### src/rtl/fsc_pkg.sv
// Package: constants, offsets and types for the seek/recalibrate/interrupt-status block
package fsc_pkg;
  // ----------------------------------------------------------------
  // Register offsets (word index on the plain register port)
  // ----------------------------------------------------------------
  localparam logic [3:0] OFF_CMD        = 4'h0;  // W: command opcode starts command
  localparam logic [3:0] OFF_TARGET     = 4'h1;  // RW: target cylinder for seek
  localparam logic [3:0] OFF_STEP_RATE  = 4'h2;  // RW: step-rate setting
  localparam logic [3:0] OFF_STATUS     = 4'h3;  // R: main status (busy, pending)
  localparam logic [3:0] OFF_ST0        = 4'h4;  // R: status_zero of last sense
  localparam logic [3:0] OFF_PCYL       = 4'h5;  // R: present cylinder
  localparam logic [3:0] OFF_ID_C       = 4'h6;  // R: captured id cylinder
  localparam logic [3:0] OFF_ID_H       = 4'h7;  // R: captured id head
  localparam logic [3:0] OFF_ID_R       = 4'h8;  // R: captured id sector
  localparam logic [3:0] OFF_ID_N       = 4'h9;  // R: captured id size
  localparam logic [3:0] OFF_ST1        = 4'hA;  // R: status one (missing mark)
  localparam logic [3:0] OFF_ST3        = 4'hB;  // R: drive status (sense drive)
  localparam logic [3:0] OFF_FMT        = 4'hC;  // R: single-density gap 4a length
  // ----------------------------------------------------------------
  // Command opcodes
  // ----------------------------------------------------------------
  localparam logic [7:0] CMD_RECAL      = 8'h07;
  localparam logic [7:0] CMD_SENSE_INT  = 8'h08;
  localparam logic [7:0] CMD_SEEK       = 8'h0F;
  localparam logic [7:0] CMD_SENSE_DRV  = 8'h04;
  localparam logic [7:0] CMD_READ_ID    = 8'h0A;
  localparam logic [7:0] CMD_WAKE       = 8'h1F;  // Leave low-power state
  // ----------------------------------------------------------------
  // status_zero and status one fields
  // ----------------------------------------------------------------
  localparam int ST0_IC_LSB = 6;
  localparam int ST0_SE_BIT = 5;
  localparam int ST0_EC_BIT = 4;
  localparam int ST0_H_BIT  = 2;
  localparam int ST1_MA_BIT = 0;
  localparam logic [1:0] IC_NORMAL   = 2'h0;
  localparam logic [1:0] IC_ABNORMAL = 2'h1;
  localparam logic [1:0] IC_POLL     = 2'h3;
  // ----------------------------------------------------------------
  // Counts and timing
  // ----------------------------------------------------------------
  localparam logic [6:0] RECAL_MAX_STEPS = 7'd79;
  localparam int         CLK_HZ          = 20_000_000;
  localparam int         STEP_PULSE_NS   = 1000;      // Width of one step pulse
  localparam int         STEP_PULSE_CYC  = (STEP_PULSE_NS * (CLK_HZ / 1_000_000) + 999) / 1000;
  localparam int         SRT_UNIT_CYC    = 10;        // Cycles per step-rate unit
  localparam logic [3:0] STEP_RATE_RST   = 4'h8;
  // Single-density track format figures
  localparam logic [7:0] FMT_GAP4A_LEN = 8'd40;
  localparam logic [7:0] FMT_SYNC_LEN  = 8'd6;
  localparam logic [7:0] FMT_GAP1_LEN  = 8'd26;
  localparam logic [7:0] FMT_GAP2_LEN  = 8'd11;
  localparam logic [7:0] FMT_IAM       = 8'hFC;
  localparam logic [7:0] FMT_ID_ADDRESS_MARK      = 8'hFE;
  localparam logic [7:0] FMT_DAM       = 8'hFB;
  localparam logic [7:0] FMT_DDAM      = 8'hF8;
  localparam logic [7:0] FMT_GAP_FILL  = 8'hFF;
  localparam logic [7:0] FMT_SYNC_FILL = 8'h00;

  typedef enum logic [2:0] {
    ST_IDLE  = 3'b000,
    ST_DIR   = 3'b001,
    ST_PULSE = 3'b010,
    ST_WAIT  = 3'b011,
    ST_RDID  = 3'b100
  } fsc_state_t;
endpackage

### src/rtl/fsc_ctrl.sv
// Control-command logic: seek, recalibrate, read id, interrupt and drive status
//
// The register offsets and the plain strobed port were chosen for this implementation.
`timescale 1ns/10ps
`default_nettype none
module fsc_ctrl #(
  parameter int SRT_W = 4
) (
  input  wire logic       clk,          // 20 MHz clock
  input  wire logic       rst_n,        // Synchronous reset, active low
  input  wire logic [3:0] addr,         // Register index
  input  wire logic [7:0] wdata,        // Write data
  input  wire logic       wr,           // Write strobe
  input  wire logic       rd,           // Read strobe
  output logic      [7:0] rdata,        // Read data, cycle after rd
  input  wire logic       track_zero_n, // Drive track-zero pin
  input  wire logic       index_pulse_n,// Drive index pin
  input  wire logic       id_valid,     // Separator: good id field, same clock
  input  wire logic [7:0] id_cyl,       // Id cylinder
  input  wire logic [7:0] id_head,      // Id head
  input  wire logic [7:0] id_sec,       // Id sector
  input  wire logic [7:0] id_size,      // Id size
  input  wire logic       xfer_req,     // Non-DMA transfer need, same clock
  input  wire logic       result_enter, // Data command enters result, same clock
  output logic            step,         // Step pulse to drive
  output logic            dir,          // Step direction, 1 = in
  output logic            irq           // Interrupt output
);
  // ----------------------------------------------------------------
  // Pin synchronisers
  // ----------------------------------------------------------------
  logic tz_s1_reg, tz_s2_reg, ix_s1_reg, ix_s2_reg, ix_s3_reg;
  always_ff @(posedge clk) begin
    if (!rst_n) begin
      tz_s1_reg <= 1'b0;
      tz_s2_reg <= 1'b0;
      ix_s1_reg <= 1'b1;
      ix_s2_reg <= 1'b1;
      ix_s3_reg <= 1'b1;
    end else begin
      tz_s1_reg <= track_zero_n;
      tz_s2_reg <= tz_s1_reg;
      ix_s1_reg <= index_pulse_n;
      ix_s2_reg <= ix_s1_reg;
      ix_s3_reg <= ix_s2_reg;
    end
  end
  logic index_fall;
  assign index_fall = ix_s3_reg & ~ix_s2_reg;

  // ----------------------------------------------------------------
  // Command decode
  // ----------------------------------------------------------------
  logic cmd_wr;
  assign cmd_wr = wr && (addr == fsc_pkg::OFF_CMD);

  fsc_pkg::fsc_state_t state_reg;
  logic [7:0]  pcyl_reg, target_reg;
  logic [SRT_W-1:0] srt_reg;
  logic        recal_reg, first_reg, busy_reg, pend_reg, pos_busy_reg;
  logic [6:0]  nstep_reg;
  logic [15:0] tmr_reg;
  logic [1:0]  nidx_reg;
  logic [7:0]  st0_reg, st1_reg, st3_reg;
  logic [7:0]  idc_reg, idh_reg, idr_reg, idn_reg;
  // Cause latched at completion, reported by sense interrupt
  logic        cause_se_reg, cause_ec_reg;
  logic [1:0]  cause_ic_reg;
  logic        done_pos, done_ok, done_ec, rdid_done, rdid_fail;

  logic idle;
  assign idle = (state_reg == fsc_pkg::ST_IDLE);

  // ----------------------------------------------------------------
  // Step-rate setting and target
  // ----------------------------------------------------------------
  always_ff @(posedge clk) begin
    if (!rst_n) begin
      srt_reg    <= SRT_W'(fsc_pkg::STEP_RATE_RST);
      target_reg <= 8'h00;
    end else begin
      if (wr && addr == fsc_pkg::OFF_STEP_RATE) srt_reg <= wdata[SRT_W-1:0];
      if (wr && addr == fsc_pkg::OFF_TARGET) target_reg <= wdata;
    end
  end

  // Larger setting gives shorter spacing, as usual for step-rate codes
  logic [15:0] step_gap;
  assign step_gap = 16'((({SRT_W{1'b1}} - srt_reg) + 1) * fsc_pkg::SRT_UNIT_CYC);

  // ----------------------------------------------------------------
  // Positioning sequencer
  // ----------------------------------------------------------------
  always_ff @(posedge clk) begin
    if (!rst_n) begin
      state_reg <= fsc_pkg::ST_IDLE;
      pcyl_reg  <= 8'h00;
      recal_reg <= 1'b0;
      first_reg <= 1'b0;
      nstep_reg <= 7'd0;
      tmr_reg   <= 16'h0000;
      step      <= 1'b0;
      dir       <= 1'b0;
      nidx_reg  <= 2'd0;
    end else begin
      case (state_reg)
        fsc_pkg::ST_IDLE: begin
          step <= 1'b0;
          if (cmd_wr && wdata == fsc_pkg::CMD_WAKE) pcyl_reg <= 8'h00;
          if (cmd_wr && wdata == fsc_pkg::CMD_RECAL) begin
            pcyl_reg  <= 8'h00;
            recal_reg <= 1'b1;
            nstep_reg <= 7'd0;
            first_reg <= 1'b1;
            dir       <= 1'b0;
            state_reg <= fsc_pkg::ST_DIR;
          end else if (cmd_wr && wdata == fsc_pkg::CMD_SEEK) begin
            recal_reg <= 1'b0;
            first_reg <= 1'b1;
            dir       <= (pcyl_reg < target_reg);
            state_reg <= fsc_pkg::ST_DIR;
          end else if (cmd_wr && wdata == fsc_pkg::CMD_READ_ID) begin
            nidx_reg  <= 2'd0;
            state_reg <= fsc_pkg::ST_RDID;
          end
        end
        fsc_pkg::ST_DIR: begin
          if (recal_reg && tz_s2_reg) begin
            state_reg <= fsc_pkg::ST_IDLE;
          end else if (recal_reg && nstep_reg == fsc_pkg::RECAL_MAX_STEPS) begin
            state_reg <= fsc_pkg::ST_IDLE;
          end else if (!recal_reg && pcyl_reg == target_reg) begin
            state_reg <= fsc_pkg::ST_IDLE;
          end else begin
            step      <= 1'b1;
            tmr_reg   <= 16'(fsc_pkg::STEP_PULSE_CYC);
            state_reg <= fsc_pkg::ST_PULSE;
          end
        end
        fsc_pkg::ST_PULSE: begin
          if (tmr_reg <= 16'd1) begin
            step      <= 1'b0;
            nstep_reg <= nstep_reg + 7'd1;
            if (!recal_reg) pcyl_reg <= dir ? pcyl_reg + 8'd1 : pcyl_reg - 8'd1;
            tmr_reg   <= first_reg ? (step_gap >> 1) : step_gap;
            first_reg <= 1'b0;
            state_reg <= fsc_pkg::ST_WAIT;
          end else begin
            tmr_reg <= tmr_reg - 16'd1;
          end
        end
        fsc_pkg::ST_WAIT: begin
          if (tmr_reg <= 16'd1) state_reg <= fsc_pkg::ST_DIR;
          else tmr_reg <= tmr_reg - 16'd1;
        end
        fsc_pkg::ST_RDID: begin
          if (index_fall) nidx_reg <= nidx_reg + 2'd1;
          if (id_valid) state_reg <= fsc_pkg::ST_IDLE;
          else if (index_fall && nidx_reg == 2'd1) state_reg <= fsc_pkg::ST_IDLE;
        end
        default: state_reg <= fsc_pkg::ST_IDLE;
      endcase
    end
  end

  assign done_pos = (state_reg == fsc_pkg::ST_DIR) &&
                    ((recal_reg && (tz_s2_reg || nstep_reg == fsc_pkg::RECAL_MAX_STEPS)) ||
                     (!recal_reg && pcyl_reg == target_reg));
  assign done_ec   = recal_reg && !tz_s2_reg;
  assign done_ok   = !done_ec;
  assign rdid_done = (state_reg == fsc_pkg::ST_RDID) && id_valid;
  assign rdid_fail = (state_reg == fsc_pkg::ST_RDID) && !id_valid && index_fall &&
                     (nidx_reg == 2'd1);

  // ----------------------------------------------------------------
  // Read id capture
  // ----------------------------------------------------------------
  always_ff @(posedge clk) begin
    if (!rst_n) begin
      idc_reg <= 8'h00;
      idh_reg <= 8'h00;
      idr_reg <= 8'h00;
      idn_reg <= 8'h00;
    end else if (rdid_done) begin
      idc_reg <= id_cyl;
      idh_reg <= id_head;
      idr_reg <= id_sec;
      idn_reg <= id_size;
    end
  end

  // ----------------------------------------------------------------
  // Interrupt, busy and status
  // ----------------------------------------------------------------
  logic sense_int, sense_drv, wake;
  assign sense_int = cmd_wr && wdata == fsc_pkg::CMD_SENSE_INT;
  assign sense_drv = cmd_wr && wdata == fsc_pkg::CMD_SENSE_DRV;
  assign wake      = cmd_wr && wdata == fsc_pkg::CMD_WAKE;

  logic raise;
  assign raise = done_pos || rdid_done || rdid_fail || result_enter || xfer_req;

  always_ff @(posedge clk) begin
    if (!rst_n) begin
      pend_reg     <= 1'b0;
      irq          <= 1'b0;
      pos_busy_reg <= 1'b0;
      cause_se_reg <= 1'b0;
      cause_ec_reg <= 1'b0;
      cause_ic_reg <= fsc_pkg::IC_POLL;
      st0_reg      <= 8'h00;
      st1_reg      <= 8'h00;
      st3_reg      <= 8'h00;
    end else begin
      if (raise) begin
        pend_reg <= 1'b1;
        irq      <= 1'b1;
      end else if (sense_int || wake) begin
        pend_reg <= 1'b0;
        irq      <= 1'b0;
      end
      if (cmd_wr && (wdata == fsc_pkg::CMD_SEEK || wdata == fsc_pkg::CMD_RECAL))
        pos_busy_reg <= 1'b1;
      else if (sense_int || wake)
        pos_busy_reg <= 1'b0;
      if (done_pos) begin
        cause_se_reg <= 1'b1;
        cause_ec_reg <= done_ec;
        cause_ic_reg <= done_ok ? fsc_pkg::IC_NORMAL : fsc_pkg::IC_ABNORMAL;
      end else if (rdid_fail) begin
        cause_se_reg <= 1'b0;
        cause_ec_reg <= 1'b0;
        cause_ic_reg <= fsc_pkg::IC_ABNORMAL;
        st1_reg[fsc_pkg::ST1_MA_BIT] <= 1'b1;
      end else if (sense_int) begin
        cause_se_reg <= 1'b0;
        cause_ec_reg <= 1'b0;
        cause_ic_reg <= fsc_pkg::IC_POLL;
      end
      if (sense_int) begin
        st0_reg <= 8'(({6'h00, cause_ic_reg} << fsc_pkg::ST0_IC_LSB) |
                      ({7'h00, cause_se_reg} << fsc_pkg::ST0_SE_BIT) |
                      ({7'h00, cause_ec_reg} << fsc_pkg::ST0_EC_BIT));
      end
      if (rdid_done) st1_reg <= 8'h00;
      if (sense_drv) st3_reg <= {3'b000, tz_s2_reg, 4'h0};
      if (wake) begin
        st0_reg <= 8'h00;
        st1_reg <= 8'h00;
        st3_reg <= 8'h00;
      end
    end
  end
  always_ff @(posedge clk) begin
    if (!rst_n) busy_reg <= 1'b0;
    else        busy_reg <= cmd_wr;
  end

  // ----------------------------------------------------------------
  // Read port
  // ----------------------------------------------------------------
  always_ff @(posedge clk) begin
    if (!rst_n) begin
      rdata <= 8'h00;
    end else if (rd) begin
      case (addr)
        fsc_pkg::OFF_STEP_RATE: rdata <= 8'(srt_reg);
        fsc_pkg::OFF_TARGET:    rdata <= target_reg;
        fsc_pkg::OFF_STATUS:    rdata <= {4'h0, (state_reg == fsc_pkg::ST_RDID),
                                          pos_busy_reg, pend_reg, busy_reg};
        fsc_pkg::OFF_ST0:       rdata <= st0_reg;
        fsc_pkg::OFF_PCYL:      rdata <= pcyl_reg;
        fsc_pkg::OFF_ID_C:      rdata <= idc_reg;
        fsc_pkg::OFF_ID_H:      rdata <= idh_reg;
        fsc_pkg::OFF_ID_R:      rdata <= idr_reg;
        fsc_pkg::OFF_ID_N:      rdata <= idn_reg;
        fsc_pkg::OFF_ST1:       rdata <= st1_reg;
        fsc_pkg::OFF_ST3:       rdata <= st3_reg;
        fsc_pkg::OFF_FMT:       rdata <= fsc_pkg::FMT_GAP4A_LEN;
        default:                rdata <= 8'h00;
      endcase
    end else begin
      rdata <= 8'h00;
    end
  end

  // ----------------------------------------------------------------
  // Checks
  // ----------------------------------------------------------------
  a_dir_stable: assert property (@(posedge clk) disable iff (!rst_n)
    (state_reg != fsc_pkg::ST_IDLE && state_reg != fsc_pkg::ST_RDID) |=> $stable(dir)
      or $past(state_reg == fsc_pkg::ST_IDLE)) else $error("dir moved while stepping");
  a_seek_dir: assert property (@(posedge clk) disable iff (!rst_n)
    (idle && cmd_wr && wdata == fsc_pkg::CMD_SEEK) |=> dir == ($past(pcyl_reg) < target_reg))
    else $error("seek direction wrong");
  a_recal_out: assert property (@(posedge clk) disable iff (!rst_n)
    (idle && cmd_wr && wdata == fsc_pkg::CMD_RECAL) |=> (!dir && pcyl_reg == 8'h00))
    else $error("recal not stepping out");
  a_irq_raise: assert property (@(posedge clk) disable iff (!rst_n)
    raise |=> irq) else $error("interrupt not raised");
  a_sense_clr: assert property (@(posedge clk) disable iff (!rst_n)
    (sense_int && !raise) |=> !irq) else $error("sense did not clear");
  a_head_zero: assert property (@(posedge clk) disable iff (!rst_n)
    st0_reg[fsc_pkg::ST0_H_BIT] == 1'b0) else $error("head bit set");
  a_recal_lim: assert property (@(posedge clk) disable iff (!rst_n)
    recal_reg |-> nstep_reg <= fsc_pkg::RECAL_MAX_STEPS) else $error("too many steps");
  a_busy_cmd: assert property (@(posedge clk) disable iff (!rst_n)
    busy_reg |-> $past(cmd_wr)) else $error("busy outside command");
  a_rdid_fail: assert property (@(posedge clk) disable iff (!rst_n)
    rdid_fail |=> (st1_reg[fsc_pkg::ST1_MA_BIT] && cause_ic_reg == fsc_pkg::IC_ABNORMAL))
    else $error("missing mark not flagged");
  c_seek: cover property (@(posedge clk) disable iff (!rst_n) done_pos && !recal_reg);
  c_recal_ec: cover property (@(posedge clk) disable iff (!rst_n) done_pos && done_ec);
  c_rdid: cover property (@(posedge clk) disable iff (!rst_n) rdid_done);
  c_sense: cover property (@(posedge clk) disable iff (!rst_n) sense_int && pend_reg);
endmodule
`default_nettype wire

### config.mk
export PLATFORM = sky130hd
export DESIGN_NAME = fsc_ctrl
export DESIGN_NICKNAME = d
export VERILOG_FILES = /design/src/rtl/fsc_pkg.sv /design/src/rtl/fsc_ctrl.sv
export SDC_FILE = /design/constraint.sdc
export NUM_CORES = 1
export LEC_CHECK = 0
export BUFFER_PORTS_ARGS = -buffer_cell sky130_fd_sc_hd__clkbuf_2
export CAP_MARGIN = 20
export CORE_ASPECT_RATIO = 1.4
export CORE_MARGIN = 2
export CORE_UTILIZATION = 40
export DETAILED_ROUTE_END_ITERATION = 10
export GPL_TIMING_DRIVEN = 0
export SYNTH_ARGS = -nofsm -noshare
export SYNTH_HDL_FRONTEND = slang
export SYNTH_SLANG_ARGS = --single-unit
### constraint.sdc
create_clock -name clk -period 3.3 [get_ports clk]
set_input_delay 0.66 -clock clk [delete_from_list [all_inputs] [get_ports clk]]
set_output_delay 0.66 -clock clk [all_outputs]
set_load 0.1 [all_outputs]
==> impl_metrics.tcl, run 1 <==
set metrics [dict create \
    max-cap-violations 0 \
    die_x_microns 106 \
    drv_slew 0 \
    syn_inst 733 \
    drt-initial-drc-count 376 \
    clockRootBuffer "clkbuf_16" \
    grt_start_max_net_pins 19 \
    synth_compound_area_frac 0.188 \
    cpMostUsedCell "ha_1" \
    crit_chain "inv_1 > ha_1 > ha_1 > ha_1 > fa_1 > a2111oi_0 > a21oi_1 > o221a_1" \
    required_ns 3.54 \
    arrival_ns 3.10 \
    die_area_sq_um 15700 \
    syn_nets 811 \
    synthAdderAreaFrac 0.0559 \
    drtPass1Iterations 5 \
    grt_overflow 0 \
    initial_core_util 0.408 \
    gp_congestion 0.973 \
    fin_worst_skew_ns 0.0122 \
    ir_worst_vdd_mv 0.245 \
    synth_seq_cells 110 \
    power_density_nw_per_um2 477 \
    core_area_sq_um 14400 \
    worstSetupPathType "flip-flop to flip-flop" \
    synth_warnings 0 \
    synthFlopType "dfxtp_1" \
    synthSimpleGateAreaFrac 0.268 \
    min_period_ns 2.86 \
    synth_top_family_by_area "simple AND/OR/NAND/NOR gates" \
    num_antenna_cells 0 \
    clockBufferDepth 2 \
    synth_xor_area_frac 0.0209 \
    die_y_microns 147 \
    h-tree-depth 3 \
    cp_slowest_cell "a2111oi_0" \
    grt_use_total 0.234 \
    finalCritPeriodShare 0.866 \
    drc 0 \
    synthMuxAreaShare 0.0507 \
    worst_pin_slew_ns 0.809 \
    netlist_top_cells_area "dfxtp_1 38%, nand2_1 7.5%, a21oi_1 6.4%, ha_1 4.9%, nor2_1 4.2%" \
    cts_tree "built" \
    ys_types 74 \
    grt_pass1_wl_microns 28500 \
    cts_resized 0 \
    rows 52 \
    num_vias 5612 \
    cp_max_fo 6 \
    antenna_found_initial 0 \
    viasPerCell 5.62 \
    cp-startpoint "srt_reg[0]" \
    drt_wl_total_microns 18300 \
    fmax_mhz 350 \
    reg2reg_from "srt_reg[0]" \
    ioPinCount 64 \
    insertion_delay_ns 0.35 \
    setup_viol 0 \
    leakage_nw 2.61 \
    clk_pin_slew_worst_paths_ns 0.07 \
    crit_path_start_kind "flip-flop" \
    largest_reg_flops 16 \
    area_delta_synth_final_pct 14.2 \
    yosysSeqAreaShare 0.375 \
    stdcell_area_sq_um 6700 \
    ant_nets 0 \
    cts_setup_buffers 0 \
    dp_hpwl_microns 14300 \
    cts.sinks 110 \
    postSynthAreaPerCell_sq_um 8.01 \
    tns_ns 0 \
    end_kind "flip-flop" \
    yosysTopAreaCell "dfxtp_1" \
    wire_per_inst_microns 18.3 \
    synth_top_area_share 0.375 \
    fill_cells 1443 \
    rsz0062_at_grt "false" \
    finalNetCount 883 \
    layout-drive-gt1-share 0.121 \
    numCtsBuffers 9 \
    grt_pass1_vias 5375 \
    hold_class "flip-flop to flip-flop" \
    portBuffers 61 \
    slew_headroom 0.456 \
    netlist_area_sq_um 5870 \
    synth_edf_count 0 \
    postPlaceCellArea_sq_um 6410 \
    worstHoldStart "ix_s1_reg" \
    hold_viol 0 \
    outcome "complete, no violations" \
    ctsHoldBuffers 0 \
    max_stage_delay_ns 0.51 \
    postSynth.asyncResetShare 0 \
]
[cell usage after synthesis (all sizes together), types with 16 or more instances]
cell type / count
inv: 16
mux2i: 23
nand3: 20
ha: 23
o21ai: 39
nand2: 118
dfxtp: 110
clkbuf: 37
a21oi: 75
nor2b: 18
nor3: 20
nor2: 65
[critical path, delay by kind of cell (launching register included)]
family                   cells  cell delay (ns)
flip-flops                   1             0.48
AO/OA/AOI/OAI                3             0.83
adder cells (fa/ha/maj)      4             1.31
buffers and inverters        1             0.12
[cell usage in the layout, fill, tap and decap left out, types with 7 or more instances in the layout]
cell type  synthesis  routed
a21oi_1           75      75
a31oi_1           10      10
and3_1             9       9
clkbuf_1          37      37
clkbuf_16          0       9
clkbuf_2           0      61
dfxtp_1          110     110
ha_1              23      23
inv_1             16      16
mux2i_1           23      23
nand2_1          118     118
nand2b_1           7       7
nand3_1           20      20
nand3b_1           7       7
nor2_1            65      65
nor2b_1           18      18
nor3_1            18      18
nor3b_1            9       9
nor4_1             7       7
o21ai_0           28      28
o21ai_1           11      11
or3_1              7       7
xor2_1             8       8
[final timing paths]
| check | to | slack, ns | cells after the start |
|---|---|---|---|
| hold / removal | ix_s2_reg | 0.42 | 1 |
| setup / recovery | tmr_reg[4] | 0.44 | 8 |
| setup reg to reg | tmr_reg[4] | 0.44 | 8 |
| hold reg to reg | ix_s2_reg | 0.42 | 1 |
[cells by family (layout without fill, tap and decap cells)]
| logic type | after synthesis | after routing |
|---|---|---|
| AO/OA/AOI/OAI | 179 | 179 |
| buffers and inverters | 60 | 137 |
| other | 1 | 1 |
| multiplexers | 28 | 28 |
| adder cells (fa/ha/maj) | 25 | 25 |
| AND/OR/NAND/NOR | 316 | 316 |
| flip-flops | 110 | 110 |
| XOR/XNOR | 14 | 14 |
[stage by stage]
| step | hold slack (ns) | instances | total power [mW] | setup WS, ns | utilization |
|---|---|---|---|---|---|
| final | 0.415 | 999 | 3.20 | 0.442 | 0.466 |
| after global routing | 0.453 | 999 | 3.33 | 0.323 | 0.466 |
| after detailed placement | 0.396 | 983 | 2.13 | 0.441 | 0.446 |
| after floorplan | 0.386 | 733 | 1.93 | 0.318 | - |
| after CTS | 0.414 | 999 | 3.20 | 0.473 | 0.466 |
| after global placement | 0.390 | 983 | 2.12 | 0.434 | 0.446 |
[area by class of cell]
class / count / area [sq um] / area share
well taps: 189 / 236 / 0.0353
multi-input cells: 563 / 3430 / 0.511
repair buffers: 61 / 305 / 0.0455
flip-flops and latches: 110 / 2200 / 0.328
clock inverters: 5 / 40.0 / 0.00597
clock buffers: 11 / 253 / 0.0377
plain buffers: 43 / 178 / 0.0265
inverters: 17 / 63.8 / 0.00952
[where the power goes]
group	switching [mW]	internal (mW)	total, mW	leakage [nW]
clock network	0.520	0.562	1.08	0.146
registers	0.0366	1.37	1.40	0.888
logic	0.444	0.265	0.709	1.58
total	1.00	2.19	3.20	2.61
[per-layer routing]
metal / vias to the layer above / track usage / part of all wire
met4: 0 / 0.124 / 0.045
met2: 182 / 0.438 / 0.52
met3: 42 / 0.0240 / 0.045
met1: 2642 / 0.256 / 0.38
li1: 2746 / - / -
met5: - / 0 / 0
No activity file was read; power rests on OpenSTA's default activity.
==> run 2: changes to the inputs <==
ABC_AREA = 1   (was unset)
SLEW_MARGIN = 5   (was unset)
==> run 2 against run 1 <==
- clock power up 6%
- fmax is 10% higher
- combinational power fell by 77%
- wire length down 5.7%
- sequential power shrank 4%
- register-to-register slack better by 0.27 ns
- via count rose by 3.0%
- non-clock buffer count fell by 18
- critical path type unchanged
- critical endpoint is now tmr_reg[7]
- highest routed layer unchanged
==> impl_metrics.tcl, run 2 <==
set metrics [dict create \
    grt_use_total 0.220 \
    hold_class "flip-flop to flip-flop" \
    rsz0062_at_grt "false" \
    drv_slew 0 \
    clockRootBuffer "clkbuf_16" \
    num_vias 5780 \
    tns_ns 0 \
    portBuffers 63 \
    synth_top_area_share 0.364 \
    min_period_ns 2.59 \
    postSynthAreaPerCell_sq_um 6.72 \
    syn_nets 979 \
    power.net_switching_mw 0.652 \
    end_kind "flip-flop" \
    stdcell_area_sq_um 6920 \
    cts_tree "built" \
    syn_inst 901 \
    gp_congestion 0.924 \
    netlist_top_cells_area "dfxtp_1 36%, nand2_1 12%, nor2_1 7.8%, a21oi_1 6.9%, inv_1 6.9%" \
    cts.sinks 110 \
    worst_pin_slew_ns 0.674 \
    max-cap-violations 0 \
    finalNetCount 1053 \
    comb_power_share 0.061 \
    power_density_nw_per_um2 382 \
    wire_per_inst_microns 14.7 \
    die_y_microns 150 \
    initial_core_util 0.406 \
    cp_max_fo 5 \
    drc 0 \
    yosysSeqAreaShare 0.364 \
    grt_pass1_wl_microns 27300 \
    synth_seq_cells 110 \
    hold_viol 0 \
    fin_worst_skew_ns 0.0103 \
    p_seq_frac 0.507 \
    finalCritPeriodShare 0.785 \
    clkPwrFrac 0.432 \
    intPower_mw 1.99 \
    grt_overflow 0 \
    drtPass1Iterations 5 \
    netlist_area_sq_um 6050 \
    synthFlopType "dfxtp_1" \
    crit_path_start_kind "flip-flop" \
    postPlaceCellArea_sq_um 6610 \
    required_ns 3.56 \
    grt_start_max_net_pins 20 \
    slew_headroom 0.551 \
    p_sw_frac 0.247 \
    fill_cells 1649 \
    cts_resized 0 \
    die_x_microns 108 \
    ys_types 37 \
    worstSetupPathType "flip-flop to flip-flop" \
    die_area_sq_um 16100 \
    h-tree-depth 3 \
    synth_warnings 0 \
    num_antenna_cells 0 \
    yosys-top-cells-count "194 x nand2_1, 125 x nor2_1, 111 x inv_1" \
    ir_worst_vdd_mv 0.217 \
    yosysTopAreaCell "dfxtp_1" \
    largest_reg_flops 16 \
    clockBufferDepth 2 \
    insertion_delay_ns 0.36 \
    antenna_found_initial 0 \
    drt_wl_total_microns 17300 \
    rows 53 \
    layout-drive-gt1-share 0.128 \
    final_cell_mix "194 x nand2_1, 125 x nor2_1, 111 x inv_1" \
    outcome "complete, no violations" \
    core_area_sq_um 14900 \
    area_delta_synth_final_pct 14.3 \
    yosysMostFrequentCell "nand2_1" \
    leakage_nw 3.14 \
    cts_setup_buffers 0 \
    fmax_mhz 386 \
    dp_hpwl_microns 13700 \
    viasPerCell 4.93 \
    ctsHoldBuffers 0 \
    layout_commonest_cell "nand2_1" \
    setup_viol 0 \
    ant_nets 0 \
    drt-initial-drc-count 257 \
    arrival_ns 2.85 \
    numCtsBuffers 9 \
    postSynth.asyncResetShare 0 \
    synth_edf_count 0 \
    ioPinCount 64 \
    grt_pass1_vias 5465 \
    clk_pin_slew_worst_paths_ns 0.07 \
]
[run 2: changes by cell type after synthesis, sizes merged, moves of 18 or more]
cell	change
nor2	+70
o21ai	+29
nand3	+28
mux2i	-23
nand2	+81
clkbuf	-20
nor2b	-18
inv	+107
[run 2: worst paths after layout]
kind	startpoint	cells past startpoint	slack [ns]	endpoint
setup reg to reg	srt_reg[0]	15	0.71	tmr_reg[7]
setup / recovery	srt_reg[0]	15	0.71	tmr_reg[7]
hold / removal	ix_s1_reg	1	0.41	ix_s2_reg
hold reg to reg	ix_s1_reg	1	0.41	ix_s2_reg
[run 2: critical path: stages, from the launching register on]
cell and delay, ns:
dfxtp_1 0.41, inv_1 0.11, ha_1 0.24, xor2_1 0.20
inv_1 0.07, ha_1 0.18, ha_1 0.19, fa_1 0.40
nand2_1 0.07, inv_1 0.03, o211ai_1 0.20, o21ai_0 0.13
nand2_1 0.08, nand2_1 0.05, nor2_1 0.08, nor2_1 0.05
[run 2: metrics by stage]
stage               hold slack, ns  utilization  setup slack [ns]  std cells  power (mW)
floorplan                    0.390            -             0.775        901        1.46
global placement             0.396        0.443             0.764       1156        1.53
detailed placement           0.402        0.443             0.751       1156        1.53
CTS                          0.419        0.464             0.736       1172        2.66
global route                 0.441        0.464             0.475       1172        2.74
finish                       0.415        0.464             0.711       1172        2.64
[run 2: final cells by class]
type / count / area [sq um] / area share
plain buffers: 23 / 111 / 0.0161
clock buffers: 9 / 225 / 0.0326
flip-flops and latches: 110 / 2200 / 0.318
well taps: 192 / 240 / 0.0347
clock inverters: 7 / 82.6 / 0.0119
inverters: 124 / 465 / 0.0673
multi-input cells: 644 / 3270 / 0.473
repair buffers: 63 / 315 / 0.0456
[run 2: per-layer routing]
metal | global-route usage | wire (microns) | share of wire
met1 | 0.239 | 7030 | 0.41
met5 | 0 | 0 | 0
met3 | 0.0287 | 632 | 0.037
met2 | 0.413 | 9050 | 0.52
met4 | 0.104 | 546 | 0.032
[run 2: cell families (layout without fill, tap and decap cells)]
logic type,Yosys count,count (layout),share of synthesized area
buffers and inverters,147,226,0.0953
AO/OA/AOI/OAI,184,184,0.162
multiplexers,4,4,0.00744
other,1,1,0.000619
AND/OR/NAND/NOR,410,410,0.288
XOR/XNOR,20,20,0.0289
flip-flops,110,110,0.364
adder cells (fa/ha/maj),25,25,0.0542
[run 2: power by group through the flow]
stage               clock [mW]  combinational, mW  sequential, mW
detailed placement           0              0.160            1.37
CTS                       1.17              0.161            1.34
floorplan                    0             0.0787            1.38
global placement             0              0.159            1.37
finish                    1.14              0.161            1.34
global route              1.22              0.180            1.34
==> run 3: changes to the inputs <==
clock period = 2.15 ns   (was 3.3 ns; I/O delays follow)
==> run 3 against run 2 <==
- the run now ends with negative setup slack left
- cell area is 1.4% higher
- die area unchanged
- critical path depth is 1 lower
- sequential power increased by 53%
- count of clock-buffer cells in the layout did not move
- core utilization is 0.64 points higher
- flip-flop and latch count is the same
- global-route usage barely moved
- worst hold slack got worse by 0.17 ns
- total power grew 52%
- register-to-register slack worse by 0.84 ns
- critical endpoint unchanged
- largest cell class unchanged
- highest routed layer unchanged
==> impl_metrics.tcl, run 3 (synthesis results as in run 2) <==
set metrics [dict create \
    grt_use_total 0.220 \
    finalNetCount 1060 \
    cp_slowest_cell "dfxtp_4" \
    wire_per_inst_microns 14.7 \
    num_antenna_cells 0 \
    outcome "complete, but fails checks" \
    violations "negative setup slack" \
    crit_path_start_kind "flip-flop" \
    insertion_delay_ns 0.37 \
    finalCritPeriodShare 1.06 \
    dp_slack_ns -0.227 \
    h-tree-depth 3 \
    die_y_microns 150 \
    cp-startpoint "srt_reg[2]" \
    core_area_sq_um 14900 \
    worst_pin_slew_ns 0.641 \
    cp_max_fo 3 \
    ctsHoldBuffers 0 \
    area_delta_synth_final_pct 15.8 \
    gp_congestion 0.928 \
    p_sw_frac 0.261 \
    setup_slack_ns -0.127 \
    leakage_nw 3.18 \
    dp_hpwl_microns 13600 \
    grt_overflow 0 \
    ir_worst_vdd_mv 0.486 \
    p_seq_frac 0.513 \
    grt_pass1_vias 5507 \
    layout_commonest_cell "nand2_1" \
    final_cell_mix "194 x nand2_1, 125 x nor2_1, 108 x inv_1" \
    holdWs_ns 0.245 \
    max-cap-violations 0 \
    fmax_mhz 439 \
    worstSetupPathType "flip-flop to flip-flop" \
    drt_wl_total_microns 17300 \
    largest_reg_flops 16 \
    portBuffers 63 \
    tns_ns -0.354 \
    power.net_switching_mw 1.04 \
    reg2reg_from "srt_reg[2]" \
    top_usage_layer "met2" \
    drt-initial-drc-count 277 \
    cts_tree "built" \
    numCtsBuffers 9 \
    clockBufferDepth 2 \
    hold_viol 0 \
    layout-drive-gt1-share 0.149 \
    required_ns 2.41 \
    drtPass1Iterations 5 \
    min_period_ns 2.28 \
    ant_nets 0 \
    gr-usage-met1 0.240 \
    clk_pin_slew_worst_paths_ns 0.08 \
    clockRootBuffer "clkbuf_16" \
    fin_cells 1179 \
    arrival_ns 2.54 \
    crit_chain "inv_4 > nand3_2 > xor2_2 > ha_1 > ha_2 > fa_2 > nand2_1 > inv_1 > o211ai_1 > o21ai_1 > nand2_1 > nand2_1 > nor2_1 > nor2_1" \
    slew_headroom 0.573 \
    setup_viol 5 \
    die_area_sq_um 16100 \
    rows 53 \
    power_density_nw_per_um2 570 \
    grt_pass1_wl_microns 27300 \
    worstHoldStart "track_zero_n" \
    num_vias 5839 \
    rsz0062_at_grt "true" \
    antenna_found_initial 0 \
    use_met2 0.407 \
    hold_class "input port to flip-flop" \
    fin_worst_skew_ns 0.0109 \
    grt_start_max_net_pins 21 \
    drv_slew 0 \
    intPower_mw 2.95 \
    cts.sinks 110 \
    ioPinCount 64 \
    initial_core_util 0.406 \
    comb_power_share 0.065 \
    clkPwrFrac 0.422 \
    end_kind "flip-flop" \
    viasPerCell 4.95 \
    grt_use_met3 0.0366 \
    die_x_microns 108 \
    place_inst 1156 \
    drc 0 \
    max_stage_delay_ns 0.36 \
    fill_cells 1614 \
    cpMostUsedCell "nand2_1" \
]
run 3: changes by cell type in the layout (fill, tap and decap cells not counted), moves of 2 or more:
| cell | previous run | this run |
|---|---|---|
| inv_4 | 0 | 3 |
| ha_1 | 23 | 20 |
| buf_4 | 2 | 9 |
| ha_2 | 0 | 2 |
| nand3_1 | 43 | 41 |
| xor2_1 | 8 | 6 |
| nand3_2 | 5 | 7 |
| inv_1 | 111 | 108 |
| dfxtp_2 | 0 | 3 |
| xor2_2 | 0 | 2 |
| dfxtp_1 | 110 | 106 |
run 3: what timing repair did:
action,4_1_cts,5_1_grt
gates resized for setup,9,3
pin swaps,12,3
cloned,0,0
setup buffers,6,1
endpoints found under the setup margin,5,10
run 3: metal layers:
layer  part of all wire  vias up
li1                   -     3081
met1               0.41     2589
met2               0.52      126
met3              0.033       43
met4              0.042        0
met5                  0        -
run 3: power groups by stage:
stage / logic, mW / registers, mW / clock network (mW)
floorplan: 0.123 / 2.11 / 0
CTS: 0.257 / 2.05 / 1.71
detailed placement: 0.246 / 2.10 / 0
global placement: 0.247 / 2.10 / 0
global route: 0.289 / 2.05 / 1.80
finish: 0.261 / 2.05 / 1.69
run 3: per-stage QoR:
step | util | power (mW) | instance area [sq um]
3_3_place_gp | 0.444 | 2.35 | 6630
6_report | 0.470 | 4.00 | 7010
4_1_cts | 0.469 | 4.02 | 6990
3_5_place_dp | 0.444 | 2.35 | 6630
5_1_grt | 0.470 | 4.14 | 7010
2_1_floorplan | - | 2.24 | 6070
run 3: worst max-delay path, delay by kind of cell, from the launching register on:
kind / cells / cell delay (ns)
adder cells (fa/ha/maj): 3 / 0.81
AND/OR/NAND/NOR: 6 / 0.43
flip-flops: 1 / 0.36
AO/OA/AOI/OAI: 2 / 0.33
XOR/XNOR: 1 / 0.16
buffers and inverters: 2 / 0.09
run 3: final cells by class:
class | count | area [sq um] | area share
inverters | 124 | 473 | 0.0675
multi-input cells | 644 | 3320 | 0.473
plain buffers | 23 | 111 | 0.0159
well taps | 192 | 240 | 0.0343
clock buffers | 9 | 225 | 0.0321
repair buffers | 70 | 368 | 0.0525
clock inverters | 7 | 65.1 | 0.00928
flip-flops and latches | 110 | 2210 | 0.315
run 3: final timing paths:
check | slack [ns] | end | cells after the start
max | -0.13 | tmr_reg[7] | 14
min | 0.24 | tz_s1_reg | 3
max reg2reg | -0.13 | tmr_reg[7] | 14
min reg2reg | 0.40 | ix_s2_reg | 1
